--- src/uci_pkg.sv ---
// USB core interrupt collector: register offsets, field positions, reset values and counts.
// Assumes an 8-bit register port with 16-bit addresses and a 40 MHz core clock.
package uci_pkg;

   // ------------------------------------------------------------
   // Register offsets
   // ------------------------------------------------------------
   localparam logic [15:0] OFF_VECTOR_CODE = 16'h7fa8;
   localparam logic [15:0] OFF_IN_IRQS = 16'h7fa9;
   localparam logic [15:0] OFF_OUT_IRQS = 16'h7faa;
   localparam logic [15:0] OFF_USB_IRQS = 16'h7fab;
   localparam logic [15:0] OFF_IN_IENS = 16'h7fac;
   localparam logic [15:0] OFF_OUT_IENS = 16'h7fad;
   localparam logic [15:0] OFF_USB_IENS = 16'h7fae;
   localparam logic [15:0] OFF_BAV = 16'h7faf;
   localparam logic [15:0] OFF_NAK_IRQS = 16'h7fb0;
   localparam logic [15:0] OFF_NAK_IENS = 16'h7fb1;

   // ------------------------------------------------------------
   // Field positions
   // ------------------------------------------------------------
   localparam int BIT_SETUP_DATA = 0;
   localparam int BIT_FRAME_START = 1;
   localparam int BIT_SETUP_TOKEN = 2;
   localparam int BIT_SUSPEND = 3;
   localparam int BIT_BUS_RESET = 4;
   localparam int BIT_IN_NAK = 5;
   localparam int BIT_AUTO_VECTOR = 0;
   localparam int VEC_CODE_LSB = 2;
   localparam int NUM_NAK_EP = 7;
   localparam int NUM_EP = 8;
   localparam int NUM_USB_EVENTS = 6;

   // ------------------------------------------------------------
   // Reset values
   // ------------------------------------------------------------
   localparam logic [7:0] RST_ENABLES = 8'h00;
   localparam logic [7:0] RST_BAV = 8'h00;
   localparam logic [4:0] RST_VECTOR = 5'h00;
   localparam logic [7:0] RST_READ = 8'h00;

   // ------------------------------------------------------------
   // Vector codes
   // ------------------------------------------------------------
   // USB events take codes 0..5, endpoints follow as IN0, OUT0, IN1 ... OUT7
   localparam logic [4:0] VEC_EP_BASE = 5'h06;
   localparam logic [7:0] BAV_WRITE_MASK = 8'h0f;

   // ------------------------------------------------------------
   // Timing
   // ------------------------------------------------------------
   localparam int SUSPEND_IDLE_US = 3000;
   localparam int CLK_MHZ = 40;
   localparam int SUSPEND_IDLE_CYCLES = SUSPEND_IDLE_US * CLK_MHZ;
   localparam int IDLE_CNT_W = 17;

endpackage : uci_pkg

--- src/uci_irq_ctrl.sv ---
// USB core interrupt collector: sticky requests, enables, vector code and one CPU interrupt.
// Assumes all event, busy and token inputs come from core logic on CLK, no synchronisers.
// Behaviour
// - Suspend flag sets after bus idle for 3 ms; software writes one to clear.
// - Event flags clear at power-on reset or by writing one, never at processor reset.
// - SETUP token received sets the setup token flag, bit 2.
// - Start-of-frame packet received sets the frame start flag, bit 1.
// - Setup data flag, bit 0, sets once all eight setup bytes are stored.
// - Writing one clears an event flag; writing zero leaves it.
// - Disabled endpoint request stays stored; enabled set request raises the interrupt.
// - Endpoint enables gate only the interrupt, never endpoint traffic.
// - Each event enable bit masks its matching flag at bits 4 to 0.
// - Unarmed bulk IN endpoint 0-6 gets IN token: NAK and set its request.
// - IN-NAK interrupt needs global enable bit 5 and the endpoint enable.
// - Writing one clears an IN-NAK request; the register shows which endpoints.
// - Each endpoint IN-NAK enable bit permits that endpoint's interrupt.
// - Auto-vector enable is bit 0 of the breakpoint and auto-vector register.
// - Endpoint request sets when its busy flag falls, regardless of enable.
// - Detected bus reset sets the bus reset flag, bit 4.
// - While the interrupt is raised, vector code register names the source.
//
// Implementation choice: the plain strobed port.
`timescale 1ns/1ps
module uci_irq_ctrl
   import uci_pkg::*;
#(
   parameter int SUSP_CYCLES = SUSPEND_IDLE_CYCLES
) (
   input wire logic CLK, // core clock, 40 MHz
   input wire logic RESET, // power-on reset, async, active high
   input wire logic CPU_RESET, // processor-only reset, sync, active high
   input wire logic [15:0] ADDR, // register address
   input wire logic [7:0] WDATA, // register write data
   input wire logic WR, // write strobe
   input wire logic RD, // read strobe
   output logic [7:0] RDATA, // read data, cycle after RD
   input wire logic BUS_ACTIVITY, // level, high while the bus shows activity
   input wire logic SETUP_TOKEN, // pulse, SETUP token received
   input wire logic SOF_RX, // pulse, start-of-frame packet received
   input wire logic SETUP_DATA_DONE, // pulse, eight setup bytes stored
   input wire logic BUS_RESET_DET, // pulse, bus reset detected
   input wire logic [7:0] IN_BUSY, // IN endpoint busy flags
   input wire logic [7:0] OUT_BUSY, // OUT endpoint busy flags
   input wire logic [6:0] IN_TOKEN, // pulse, IN token to bulk IN endpoint 0-6
   output logic [6:0] IN_NAK_REPLY, // NAK reply request per endpoint
   output logic USB_CPU_INTERRUPT, // level interrupt to the processor
   output logic [4:0] VECTOR_CODE, // current interrupt source code
   output logic AUTO_VECTOR_ON // auto-vector feature enabled
);

   // ------------------------------------------------------------
   // State
   // ------------------------------------------------------------
   typedef struct packed {
      logic [7:0] in_ien;
      logic [7:0] out_ien;
      logic [7:0] usb_ien;
      logic [7:0] nak_ien;
      logic [7:0] bav;
      logic [4:0] vec;
      logic [7:0] rdata;
      logic [7:0] in_prev;
      logic [7:0] out_prev;
      logic [IDLE_CNT_W-1:0] idle_cnt;
      logic idle_fired;
   } uci_state_t;

   localparam logic [IDLE_CNT_W-1:0] IDLE_LAST = IDLE_CNT_W'(SUSP_CYCLES - 1);

   uci_state_t st_q;
   uci_state_t st_d;
   logic [7:0] in_irq;
   logic [7:0] out_irq;
   logic [5:0] usb_irq;
   logic [6:0] nak_irq;
   logic [7:0] in_set;
   logic [7:0] out_set;
   logic [5:0] usb_set;
   logic [6:0] nak_set;
   logic [7:0] in_clr;
   logic [7:0] out_clr;
   logic [5:0] usb_clr;
   logic [6:0] nak_clr;
   logic [7:0] in_act;
   logic [7:0] out_act;
   logic [5:0] usb_act;
   logic susp_evt;
   logic [4:0] src_code;

   // ------------------------------------------------------------
   // Source priority
   // ------------------------------------------------------------
   // Lowest code wins, so bus events outrank endpoint traffic
   function automatic logic [4:0] pick_source(input logic [5:0] u, input logic [7:0] ia,
                                              input logic [7:0] oa);
      logic [4:0] res;
      res = RST_VECTOR;
      for (int i = NUM_EP - 1; i >= 0; i--) begin
         if (oa[i]) begin
            res = VEC_EP_BASE + 5'(2 * i + 1);
         end
         if (ia[i]) begin
            res = VEC_EP_BASE + 5'(2 * i);
         end
      end
      for (int i = NUM_USB_EVENTS - 1; i >= 0; i--) begin
         if (u[i]) begin
            res = 5'(i);
         end
      end
      return res;
   endfunction : pick_source

   // ------------------------------------------------------------
   // Request events
   // ------------------------------------------------------------
   // Busy is the armed state; the NAK itself never depends on any enable
   assign IN_NAK_REPLY = IN_TOKEN & ~IN_BUSY[6:0];
   assign nak_set = IN_NAK_REPLY;
   assign in_set = st_q.in_prev & ~IN_BUSY;
   assign out_set = st_q.out_prev & ~OUT_BUSY;
   assign susp_evt = !BUS_ACTIVITY && !st_q.idle_fired && (st_q.idle_cnt == IDLE_LAST);

   always_comb begin
      usb_set = '0;
      usb_set[BIT_SETUP_DATA] = SETUP_DATA_DONE;
      usb_set[BIT_FRAME_START] = SOF_RX;
      usb_set[BIT_SETUP_TOKEN] = SETUP_TOKEN;
      usb_set[BIT_SUSPEND] = susp_evt;
      usb_set[BIT_BUS_RESET] = BUS_RESET_DET;
      usb_set[BIT_IN_NAK] = |nak_set;
   end

   // Write-one-to-clear; a read-modify-write by software would clear every pending bit
   assign in_clr = (WR && ADDR == OFF_IN_IRQS) ? WDATA : '0;
   assign out_clr = (WR && ADDR == OFF_OUT_IRQS) ? WDATA : '0;
   assign usb_clr = (WR && ADDR == OFF_USB_IRQS) ? WDATA[5:0] : '0;
   assign nak_clr = (WR && ADDR == OFF_NAK_IRQS) ? WDATA[6:0] : '0;

   // ------------------------------------------------------------
   // Flag banks, power-on reset only
   // ------------------------------------------------------------
   uci_flag_bank #(.W(NUM_EP)) u_in_flags (
      .CLK(CLK),
      .RESET(RESET),
      .set_vec(in_set),
      .clr_vec(in_clr),
      .flags(in_irq)
   );

   uci_flag_bank #(.W(NUM_EP)) u_out_flags (
      .CLK(CLK),
      .RESET(RESET),
      .set_vec(out_set),
      .clr_vec(out_clr),
      .flags(out_irq)
   );

   uci_flag_bank #(.W(NUM_USB_EVENTS)) u_usb_flags (
      .CLK(CLK),
      .RESET(RESET),
      .set_vec(usb_set),
      .clr_vec(usb_clr),
      .flags(usb_irq)
   );

   uci_flag_bank #(.W(NUM_NAK_EP)) u_nak_flags (
      .CLK(CLK),
      .RESET(RESET),
      .set_vec(nak_set),
      .clr_vec(nak_clr),
      .flags(nak_irq)
   );

   // ------------------------------------------------------------
   // Interrupt gating
   // ------------------------------------------------------------
   assign in_act = in_irq & st_q.in_ien;
   assign out_act = out_irq & st_q.out_ien;

   always_comb begin
      usb_act = usb_irq[5:0] & st_q.usb_ien[5:0];
      // Summary flag alone never interrupts; the requesting endpoint must also be enabled
      usb_act[BIT_IN_NAK] = st_q.usb_ien[BIT_IN_NAK] && |(nak_irq & st_q.nak_ien[6:0]);
   end

   assign USB_CPU_INTERRUPT = |usb_act || |in_act || |out_act;
   assign src_code = pick_source(usb_act, in_act, out_act);

   // ------------------------------------------------------------
   // Next state
   // ------------------------------------------------------------
   always_comb begin
      st_d = st_q;
      st_d.rdata = RST_READ;
      st_d.in_prev = IN_BUSY;
      st_d.out_prev = OUT_BUSY;
      // Idle timer restarts on any activity and fires once per idle period
      if (BUS_ACTIVITY) begin
         st_d.idle_cnt = '0;
         st_d.idle_fired = 1'b0;
      end else if (st_q.idle_cnt == IDLE_LAST) begin
         st_d.idle_fired = 1'b1;
      end else begin
         st_d.idle_cnt = st_q.idle_cnt + 1'b1;
      end
      if (USB_CPU_INTERRUPT) begin
         st_d.vec = src_code;
      end
      if (WR) begin
         if (ADDR == OFF_IN_IENS) begin
            st_d.in_ien = WDATA;
         end else if (ADDR == OFF_OUT_IENS) begin
            st_d.out_ien = WDATA;
         end else if (ADDR == OFF_USB_IENS) begin
            st_d.usb_ien = WDATA;
         end else if (ADDR == OFF_NAK_IENS) begin
            st_d.nak_ien = WDATA;
         end else if (ADDR == OFF_BAV) begin
            st_d.bav = WDATA & BAV_WRITE_MASK;
         end
      end
      if (RD) begin
         if (ADDR == OFF_VECTOR_CODE) begin
            st_d.rdata = {1'b0, st_q.vec, 2'b00};
         end else if (ADDR == OFF_IN_IRQS) begin
            st_d.rdata = in_irq;
         end else if (ADDR == OFF_OUT_IRQS) begin
            st_d.rdata = out_irq;
         end else if (ADDR == OFF_USB_IRQS) begin
            st_d.rdata = {2'b00, usb_irq};
         end else if (ADDR == OFF_IN_IENS) begin
            st_d.rdata = st_q.in_ien;
         end else if (ADDR == OFF_OUT_IENS) begin
            st_d.rdata = st_q.out_ien;
         end else if (ADDR == OFF_USB_IENS) begin
            st_d.rdata = st_q.usb_ien;
         end else if (ADDR == OFF_BAV) begin
            st_d.rdata = st_q.bav;
         end else if (ADDR == OFF_NAK_IRQS) begin
            st_d.rdata = {1'b0, nak_irq};
         end else if (ADDR == OFF_NAK_IENS) begin
            st_d.rdata = st_q.nak_ien;
         end
      end
      // Processor reset restores enables and vector but leaves the request flags
      if (CPU_RESET) begin
         st_d.in_ien = RST_ENABLES;
         st_d.out_ien = RST_ENABLES;
         st_d.usb_ien = RST_ENABLES;
         st_d.nak_ien = RST_ENABLES;
         st_d.bav = RST_BAV;
         st_d.vec = RST_VECTOR;
      end
   end

   always_ff @(posedge CLK or posedge RESET) begin
      if (RESET) begin
         st_q <= '0;
      end else begin
         st_q <= st_d;
      end
   end

   assign RDATA = st_q.rdata;
   assign VECTOR_CODE = st_q.vec;
   assign AUTO_VECTOR_ON = st_q.bav[BIT_AUTO_VECTOR];

   // ------------------------------------------------------------
   // Assertions
   // ------------------------------------------------------------
   property p_susp_after_idle;
      @(posedge CLK) disable iff (RESET)
      $rose(usb_irq[BIT_SUSPEND]) |-> $past(st_q.idle_cnt) == IDLE_LAST && !$past(BUS_ACTIVITY);
   endproperty
   a_susp_after_idle: assert property (p_susp_after_idle) else $error("suspend flag set early");

   property p_flags_survive_cpu_reset;
      @(posedge CLK) disable iff (RESET)
      (CPU_RESET && !(WR && ADDR == OFF_USB_IRQS)) |=> (usb_irq & $past(usb_irq)) == $past(usb_irq);
   endproperty
   a_flags_survive_cpu_reset: assert property (p_flags_survive_cpu_reset) else $error("flag lost on cpu reset");

   property p_setup_token_sets;
      @(posedge CLK) disable iff (RESET)
      SETUP_TOKEN |=> usb_irq[BIT_SETUP_TOKEN];
   endproperty
   a_setup_token_sets: assert property (p_setup_token_sets) else $error("setup token flag not set");

   property p_sof_sets;
      @(posedge CLK) disable iff (RESET)
      SOF_RX |=> usb_irq[BIT_FRAME_START];
   endproperty
   a_sof_sets: assert property (p_sof_sets) else $error("frame start flag not set");

   property p_setup_data_cause;
      @(posedge CLK) disable iff (RESET)
      $rose(usb_irq[BIT_SETUP_DATA]) |-> $past(SETUP_DATA_DONE);
   endproperty
   a_setup_data_cause: assert property (p_setup_data_cause) else $error("setup data flag without cause");

   property p_bus_reset_sets;
      @(posedge CLK) disable iff (RESET)
      BUS_RESET_DET |=> usb_irq[BIT_BUS_RESET];
   endproperty
   a_bus_reset_sets: assert property (p_bus_reset_sets) else $error("bus reset flag not set");

   property p_w1c_clears;
      @(posedge CLK) disable iff (RESET)
      (WR && ADDR == OFF_USB_IRQS && WDATA[BIT_SETUP_TOKEN] && !SETUP_TOKEN) |=> !usb_irq[BIT_SETUP_TOKEN];
   endproperty
   a_w1c_clears: assert property (p_w1c_clears) else $error("write one did not clear flag");

   property p_masked_quiet;
      @(posedge CLK) disable iff (RESET)
      (st_q.in_ien == '0 && st_q.out_ien == '0 && st_q.usb_ien == '0) |-> !USB_CPU_INTERRUPT;
   endproperty
   a_masked_quiet: assert property (p_masked_quiet) else $error("interrupt while all masked");

   property p_busy_fall_sets;
      @(posedge CLK) disable iff (RESET)
      (st_q.in_prev[3] && !IN_BUSY[3]) |=> in_irq[3];
   endproperty
   a_busy_fall_sets: assert property (p_busy_fall_sets) else $error("busy fall did not set request");

   property p_nak_unarmed;
      @(posedge CLK) disable iff (RESET)
      (IN_TOKEN[2] && !IN_BUSY[2]) |-> IN_NAK_REPLY[2] ##1 (nak_irq[2] && usb_irq[BIT_IN_NAK]);
   endproperty
   a_nak_unarmed: assert property (p_nak_unarmed) else $error("unarmed IN token not NAKed");

   property p_nak_needs_global;
      @(posedge CLK) disable iff (RESET)
      !st_q.usb_ien[BIT_IN_NAK] |-> !usb_act[BIT_IN_NAK];
   endproperty
   a_nak_needs_global: assert property (p_nak_needs_global) else $error("nak irq without global enable");

   property p_vector_tracks;
      @(posedge CLK) disable iff (RESET)
      (USB_CPU_INTERRUPT && !CPU_RESET) |=> VECTOR_CODE == $past(src_code);
   endproperty
   a_vector_tracks: assert property (p_vector_tracks) else $error("vector code not updated");

   property p_auto_vector_write;
      @(posedge CLK) disable iff (RESET)
      (WR && ADDR == OFF_BAV && !CPU_RESET) |=> AUTO_VECTOR_ON == $past(WDATA[BIT_AUTO_VECTOR]);
   endproperty
   a_auto_vector_write: assert property (p_auto_vector_write) else $error("auto vector bit wrong");

   c_suspend: cover property (@(posedge CLK) disable iff (RESET) $rose(usb_irq[BIT_SUSPEND]));
   c_nak_irq: cover property (@(posedge CLK) disable iff (RESET) usb_act[BIT_IN_NAK]);
   c_ep_irq: cover property (@(posedge CLK) disable iff (RESET) |in_act ##1 !USB_CPU_INTERRUPT);
   c_set_and_clear: cover property (@(posedge CLK) disable iff (RESET) SOF_RX && usb_clr[BIT_FRAME_START]);

endmodule : uci_irq_ctrl

--- src/uci_flag_bank.sv ---
// Bank of sticky request flags, set by hardware events and cleared by writing ones.
// Assumes set and clear vectors come from logic on the same clock.
`timescale 1ns/1ps
module uci_flag_bank
   import uci_pkg::*;
#(
   parameter int W = 8
) (
   input wire logic CLK, // core clock
   input wire logic RESET, // power-on reset, async, active high
   input wire logic [W-1:0] set_vec, // one-cycle set per flag
   input wire logic [W-1:0] clr_vec, // write-one-to-clear per flag
   output logic [W-1:0] flags // sticky flags
);
   typedef struct packed {
      logic [W-1:0] flags;
   } uci_fb_state_t;

   uci_fb_state_t st_q;
   uci_fb_state_t st_d;

   // A set in the same cycle as a clear wins, so no event is lost
   always_comb begin
      st_d = st_q;
      st_d.flags = (st_q.flags & ~clr_vec) | set_vec;
   end

   // Only power-on reset touches the flags; processor reset does not reach here
   always_ff @(posedge CLK or posedge RESET) begin
      if (RESET) begin
         st_q <= '0;
      end else begin
         st_q <= st_d;
      end
   end

   assign flags = st_q.flags;

endmodule : uci_flag_bank

--- config.mk ---
export PLATFORM = sky130hd
export DESIGN_NAME = uci_irq_ctrl
export DESIGN_NICKNAME = d
export VERILOG_FILES = /design/src/uci_pkg.sv /design/src/uci_irq_ctrl.sv /design/src/uci_flag_bank.sv
export SDC_FILE = /design/constraint.sdc
export NUM_CORES = 1
export LEC_CHECK = 0
export BUFFER_PORTS_ARGS = -buffer_cell sky130_fd_sc_hd__clkbuf_2
export CORE_UTILIZATION = 30
export DETAILED_ROUTE_END_ITERATION = 6
export HOLD_SLACK_MARGIN = 0.08
export SYNTH_ARGS = -nofsm -noshare
export SYNTH_HDL_FRONTEND = slang
export SYNTH_SLANG_ARGS = --single-unit
--- constraint.sdc ---
create_clock -name CLK -period 4.2 [get_ports CLK]
set_clock_uncertainty 0.15 [all_clocks]
set_input_delay 0 -clock CLK [delete_from_list [all_inputs] [get_ports CLK]]
set_output_delay 0 -clock CLK [all_outputs]
set_load 0.02 [all_outputs]
==> results.json <==
{
  "hp-start": "CPU_RESET",
  "worstReg2RegStart": "st_q[12]$_DFFE_PP0P_",
  "p_switching_mw": 0.577,
  "cp.required_ps": 4050,
  "routed_wl_mm": 16.9,
  "die_w_um": 140,
  "fmax_mhz": 386,
  "die-height_um": 140,
  "synth-async-reset-ratio_pct": 100,
  "cts_htree_levels": 3,
  "coreArea_sq_mm": 0.0187,
  "slew_viol_final": 0,
  "drtAntennaViolNets": 0,
  "reg2reg_slack_ps": 1690,
  "grt-ovfl-total": 0,
  "clkSinkCount": 112,
  "irDropWorstVdd_v": 0.000198,
  "antennaDiodeCount": 0,
  "vias": 4950,
  "synth_xor_xnor_area_share_pct": 1.98,
  "min_path_type": "in -> reg",
  "synthCells": 618,
  "fin_total_pwr_mw": 2.25,
  "period_minus_slack_ps": 2590,
  "maxCapViolCount": 0,
  "crit_path_end_kind": "output port",
  "crit_path_end": "USB_CPU_INTERRUPT",
  "power_density_mw_per_mm2": 323,
  "whs_ps": 122,
  "num-fill-cells": 1908,
  "ys_seq_elements": 112,
  "synth_warnings": 0,
  "swShare_pct": 25.6,
  "status": "finished, violations left",
  "clkLatencyLatePin_ps": 360,
  "period_share_pct": 61.8,
  "routabilityCongestion": 0.862,
  "crit_fanout": 4,
  "tightest_slew_ps": 834,
  "p_seq_share_pct": 49.9,
  "placementRows": 50,
  "dr.pass1.iters": 7,
  "ctsResizeCount": 0,
  "dieArea_sq_mm": 0.0197,
  "synth-compound-area-share_pct": 18.6,
  "synth_cell_types": 64,
  "cts-buffers-inserted": 9,
  "setup_violations": 0,
  "r2r_cells": 6,
  "rr_endpoint": "st_q[6]$_DFFE_PP0P_",
  "rsz0062_at_grt": "false",
  "yosys-top-cells-area": "dfrtp_1 (49%), nand2_1 (7.1%), a22o_1 (3.0%), mux2i_1 (3.0%), a21oi_1 (2.6%)",
  "wl_per_cell_um": 17.8,
  "p_int_mw": 1.67,
  "synth_top_family_by_area": "simple AND/OR/NAND/NOR gates",
  "nNetsFinal": 766,
  "viasPerCell": 5.23,
  "syn_area_per_cell_sq_um": 9.29,
  "design.portCount": 79,
  "fin_setup_tns_ps": 0,
  "dp_hpwl_mm": 12.1,
  "syn-cell-area_sq_mm": 0.00574,
  "track_usage_pct": 17.8,
  "grt_max_degree": 54,
  "startpoint_type": "flop",
  "yosysTopAreaCell": "dfrtp_1",
  "p_leak_nw": 3.03,
  "yosys_most_used_dff": "dfrtp_1",
  "drtIter0Drc": 411,
  "cts_tree": "yes",
  "io_buffer_count": 78,
  "drive_gt1_share_pct": 16.0,
  "ys_seq_area_share_pct": 48.8,
  "clk_pin_slew_worst_paths_ps": 80,
  "worstPathArrival_ps": 2440,
  "finalHoldViolCount": 0,
  "grt_pass1_vias": 4670,
  "cp-startpoint": "u_nak_flags.flags[2]$_DFF_PP0_",
  "grt_pass1_wl_mm": 26.7,
  "synth_nets": 676,
  "p_comb_share_pct": 10.3,
  "area_delta_synth_final_pct": 21.2,
  "synth_edf_count": 0,
  "grt_antenna_before_repair": 0,
  "synth_top_area_share_pct": 48.8,
  "power_frac_clock_pct": 39.7,
  "drc": 1,
  "setup.worst_path.class": "reg -> out",
  "synthMuxAreaShare_pct": 4.53,
  "synth-simple-area-share_pct": 19.9,
  "root_buffer": "clkbuf_16",
  "start_util_pct": 30.7,
  "cts_buffer_depth": 2,
  "violations": "design-rule violations",
  "yosys.area_share.adder_pct": 0.218,
  "slew_headroom_pct": 44.4
}
how the worst min path moves through the flow:
| stage | to | slack (ps) | cells past startpoint |
|---|---|---|---|
| 6_report | st_q[49]$_DFFE_PP0P_ | 120 | 2 |
| 5_1_grt | st_q[77]$_DFFE_PP0P_ | 150 | 2 |
| 4_1_cts | st_q[81]$_DFFE_PP0P_ | 110 | 2 |
| 3_5_place_dp | st_q[12]$_DFFE_PP0P_ | -250 | 2 |
| 3_3_place_gp | st_q[14]$_DFFE_PP0P_ | -250 | 2 |
| 2_1_floorplan | st_q[18]$_DFF_PP0_ | -120 | 0 |
cell usage in the layout, fill, tap and decap left out, types with 5 or more instances in the layout:
master         Yosys  routed
a211oi_1           5       5
a21o_1            15      15
a21oi_1           30      30
a22o_1            20      20
a22oi_1           13      13
a31oi_1            8       8
and3_1            16      16
clkbuf_16          0       9
clkbuf_2           0      78
dfrtp_1          112     112
dlygate4sd3_1      0      44
inv_1             25      24
mux2_2             6       6
mux2i_1           17      17
nand2_1          109     109
nand2b_1           7       7
nand3_1           19      19
nand4_1            5       5
nor2_1            38      38
nor2b_1           14      14
nor3_1             8       8
nor3b_1            5       5
o21ai_0           25      25
xor2_1            10      10
critical path: stages (launching register included):
cell and delay, ps:
dfrtp_1 440, a222oi_1 470, a31oi_1 320, nor3_1 310, and3_1 330, inv_1 60
clkbuf_2 150
cells by family after synthesis:
kind of cell,Yosys count
buffers and inverters,73
DFF,112
xor gates and xnor gates,13
adders and majority gates,1
muxes,24
AOI/OAI and AO/OA,154
and+or+nand+nor,241
metrics by stage:
stage	std cells	area [sq um]	setup slack (ps)	utilization (%)
6_report	947	6960	1610	37.2
5_1_grt	947	6960	1470	37.2
4_1_cts	947	6960	1640	37.2
3_5_place_dp	887	6220	1670	33.2
3_3_place_gp	887	6220	1720	33.2
2_1_floorplan	618	5740	1090	-
power by group through the flow:
stage	Clock [mW]	Sequential, mW	Combinational (mW)
floorplan	0	1.14	0.125
global placement	0	1.15	0.203
detailed placement	0	1.15	0.205
CTS	0.911	1.12	0.234
global route	0.943	1.13	0.257
finish	0.895	1.12	0.232
registers in the layout, indices dropped and copies added, names as in the netlist:
signal             cells
st_q                  69
RDATA                  8
u_in_flags.flags       8
u_out_flags.flags      8
u_nak_flags.flags      7
u_usb_flags.flags      6
VECTOR_CODE            5
AUTO_VECTOR_ON         1
synth_stat cells (all sizes together) (10+ instances only):
cell type / n
and3: 16
nand3: 19
a21oi: 30
clkbuf: 21
a21o: 15
nor2: 40
buf: 26
mux2i: 17
nand2: 109
dfrtp: 112
o21ai: 28
a22o: 20
a22oi: 13
nor2b: 14
inv: 25
xor2: 10
repair_timing:
action / CTS / global route
hold endpoints to repair: 219 / 0
setup buffers: 0 / 0
hold buffers: 44 / 0
cell type report:
type	instances	area (sq um)	share of cell area [%]
Tap cell	234	293	4.20
Inverter	26	100	1.44
Sequential cell	112	2800	40.3
Clock inverter	6	67.6	0.970
Timing Repair Buffer	126	861	12.4
Clock buffer	10	239	3.43
Multi-Input combinational cell	433	2600	37.3
layer usage:
metal  part of all wire (%)  track usage, %
met5                      0               0
met4                    2.0            6.19
met3                    5.9            3.45
met2                     45            27.6
met1                     47            24.8
(Power assumes the default switching activity.)
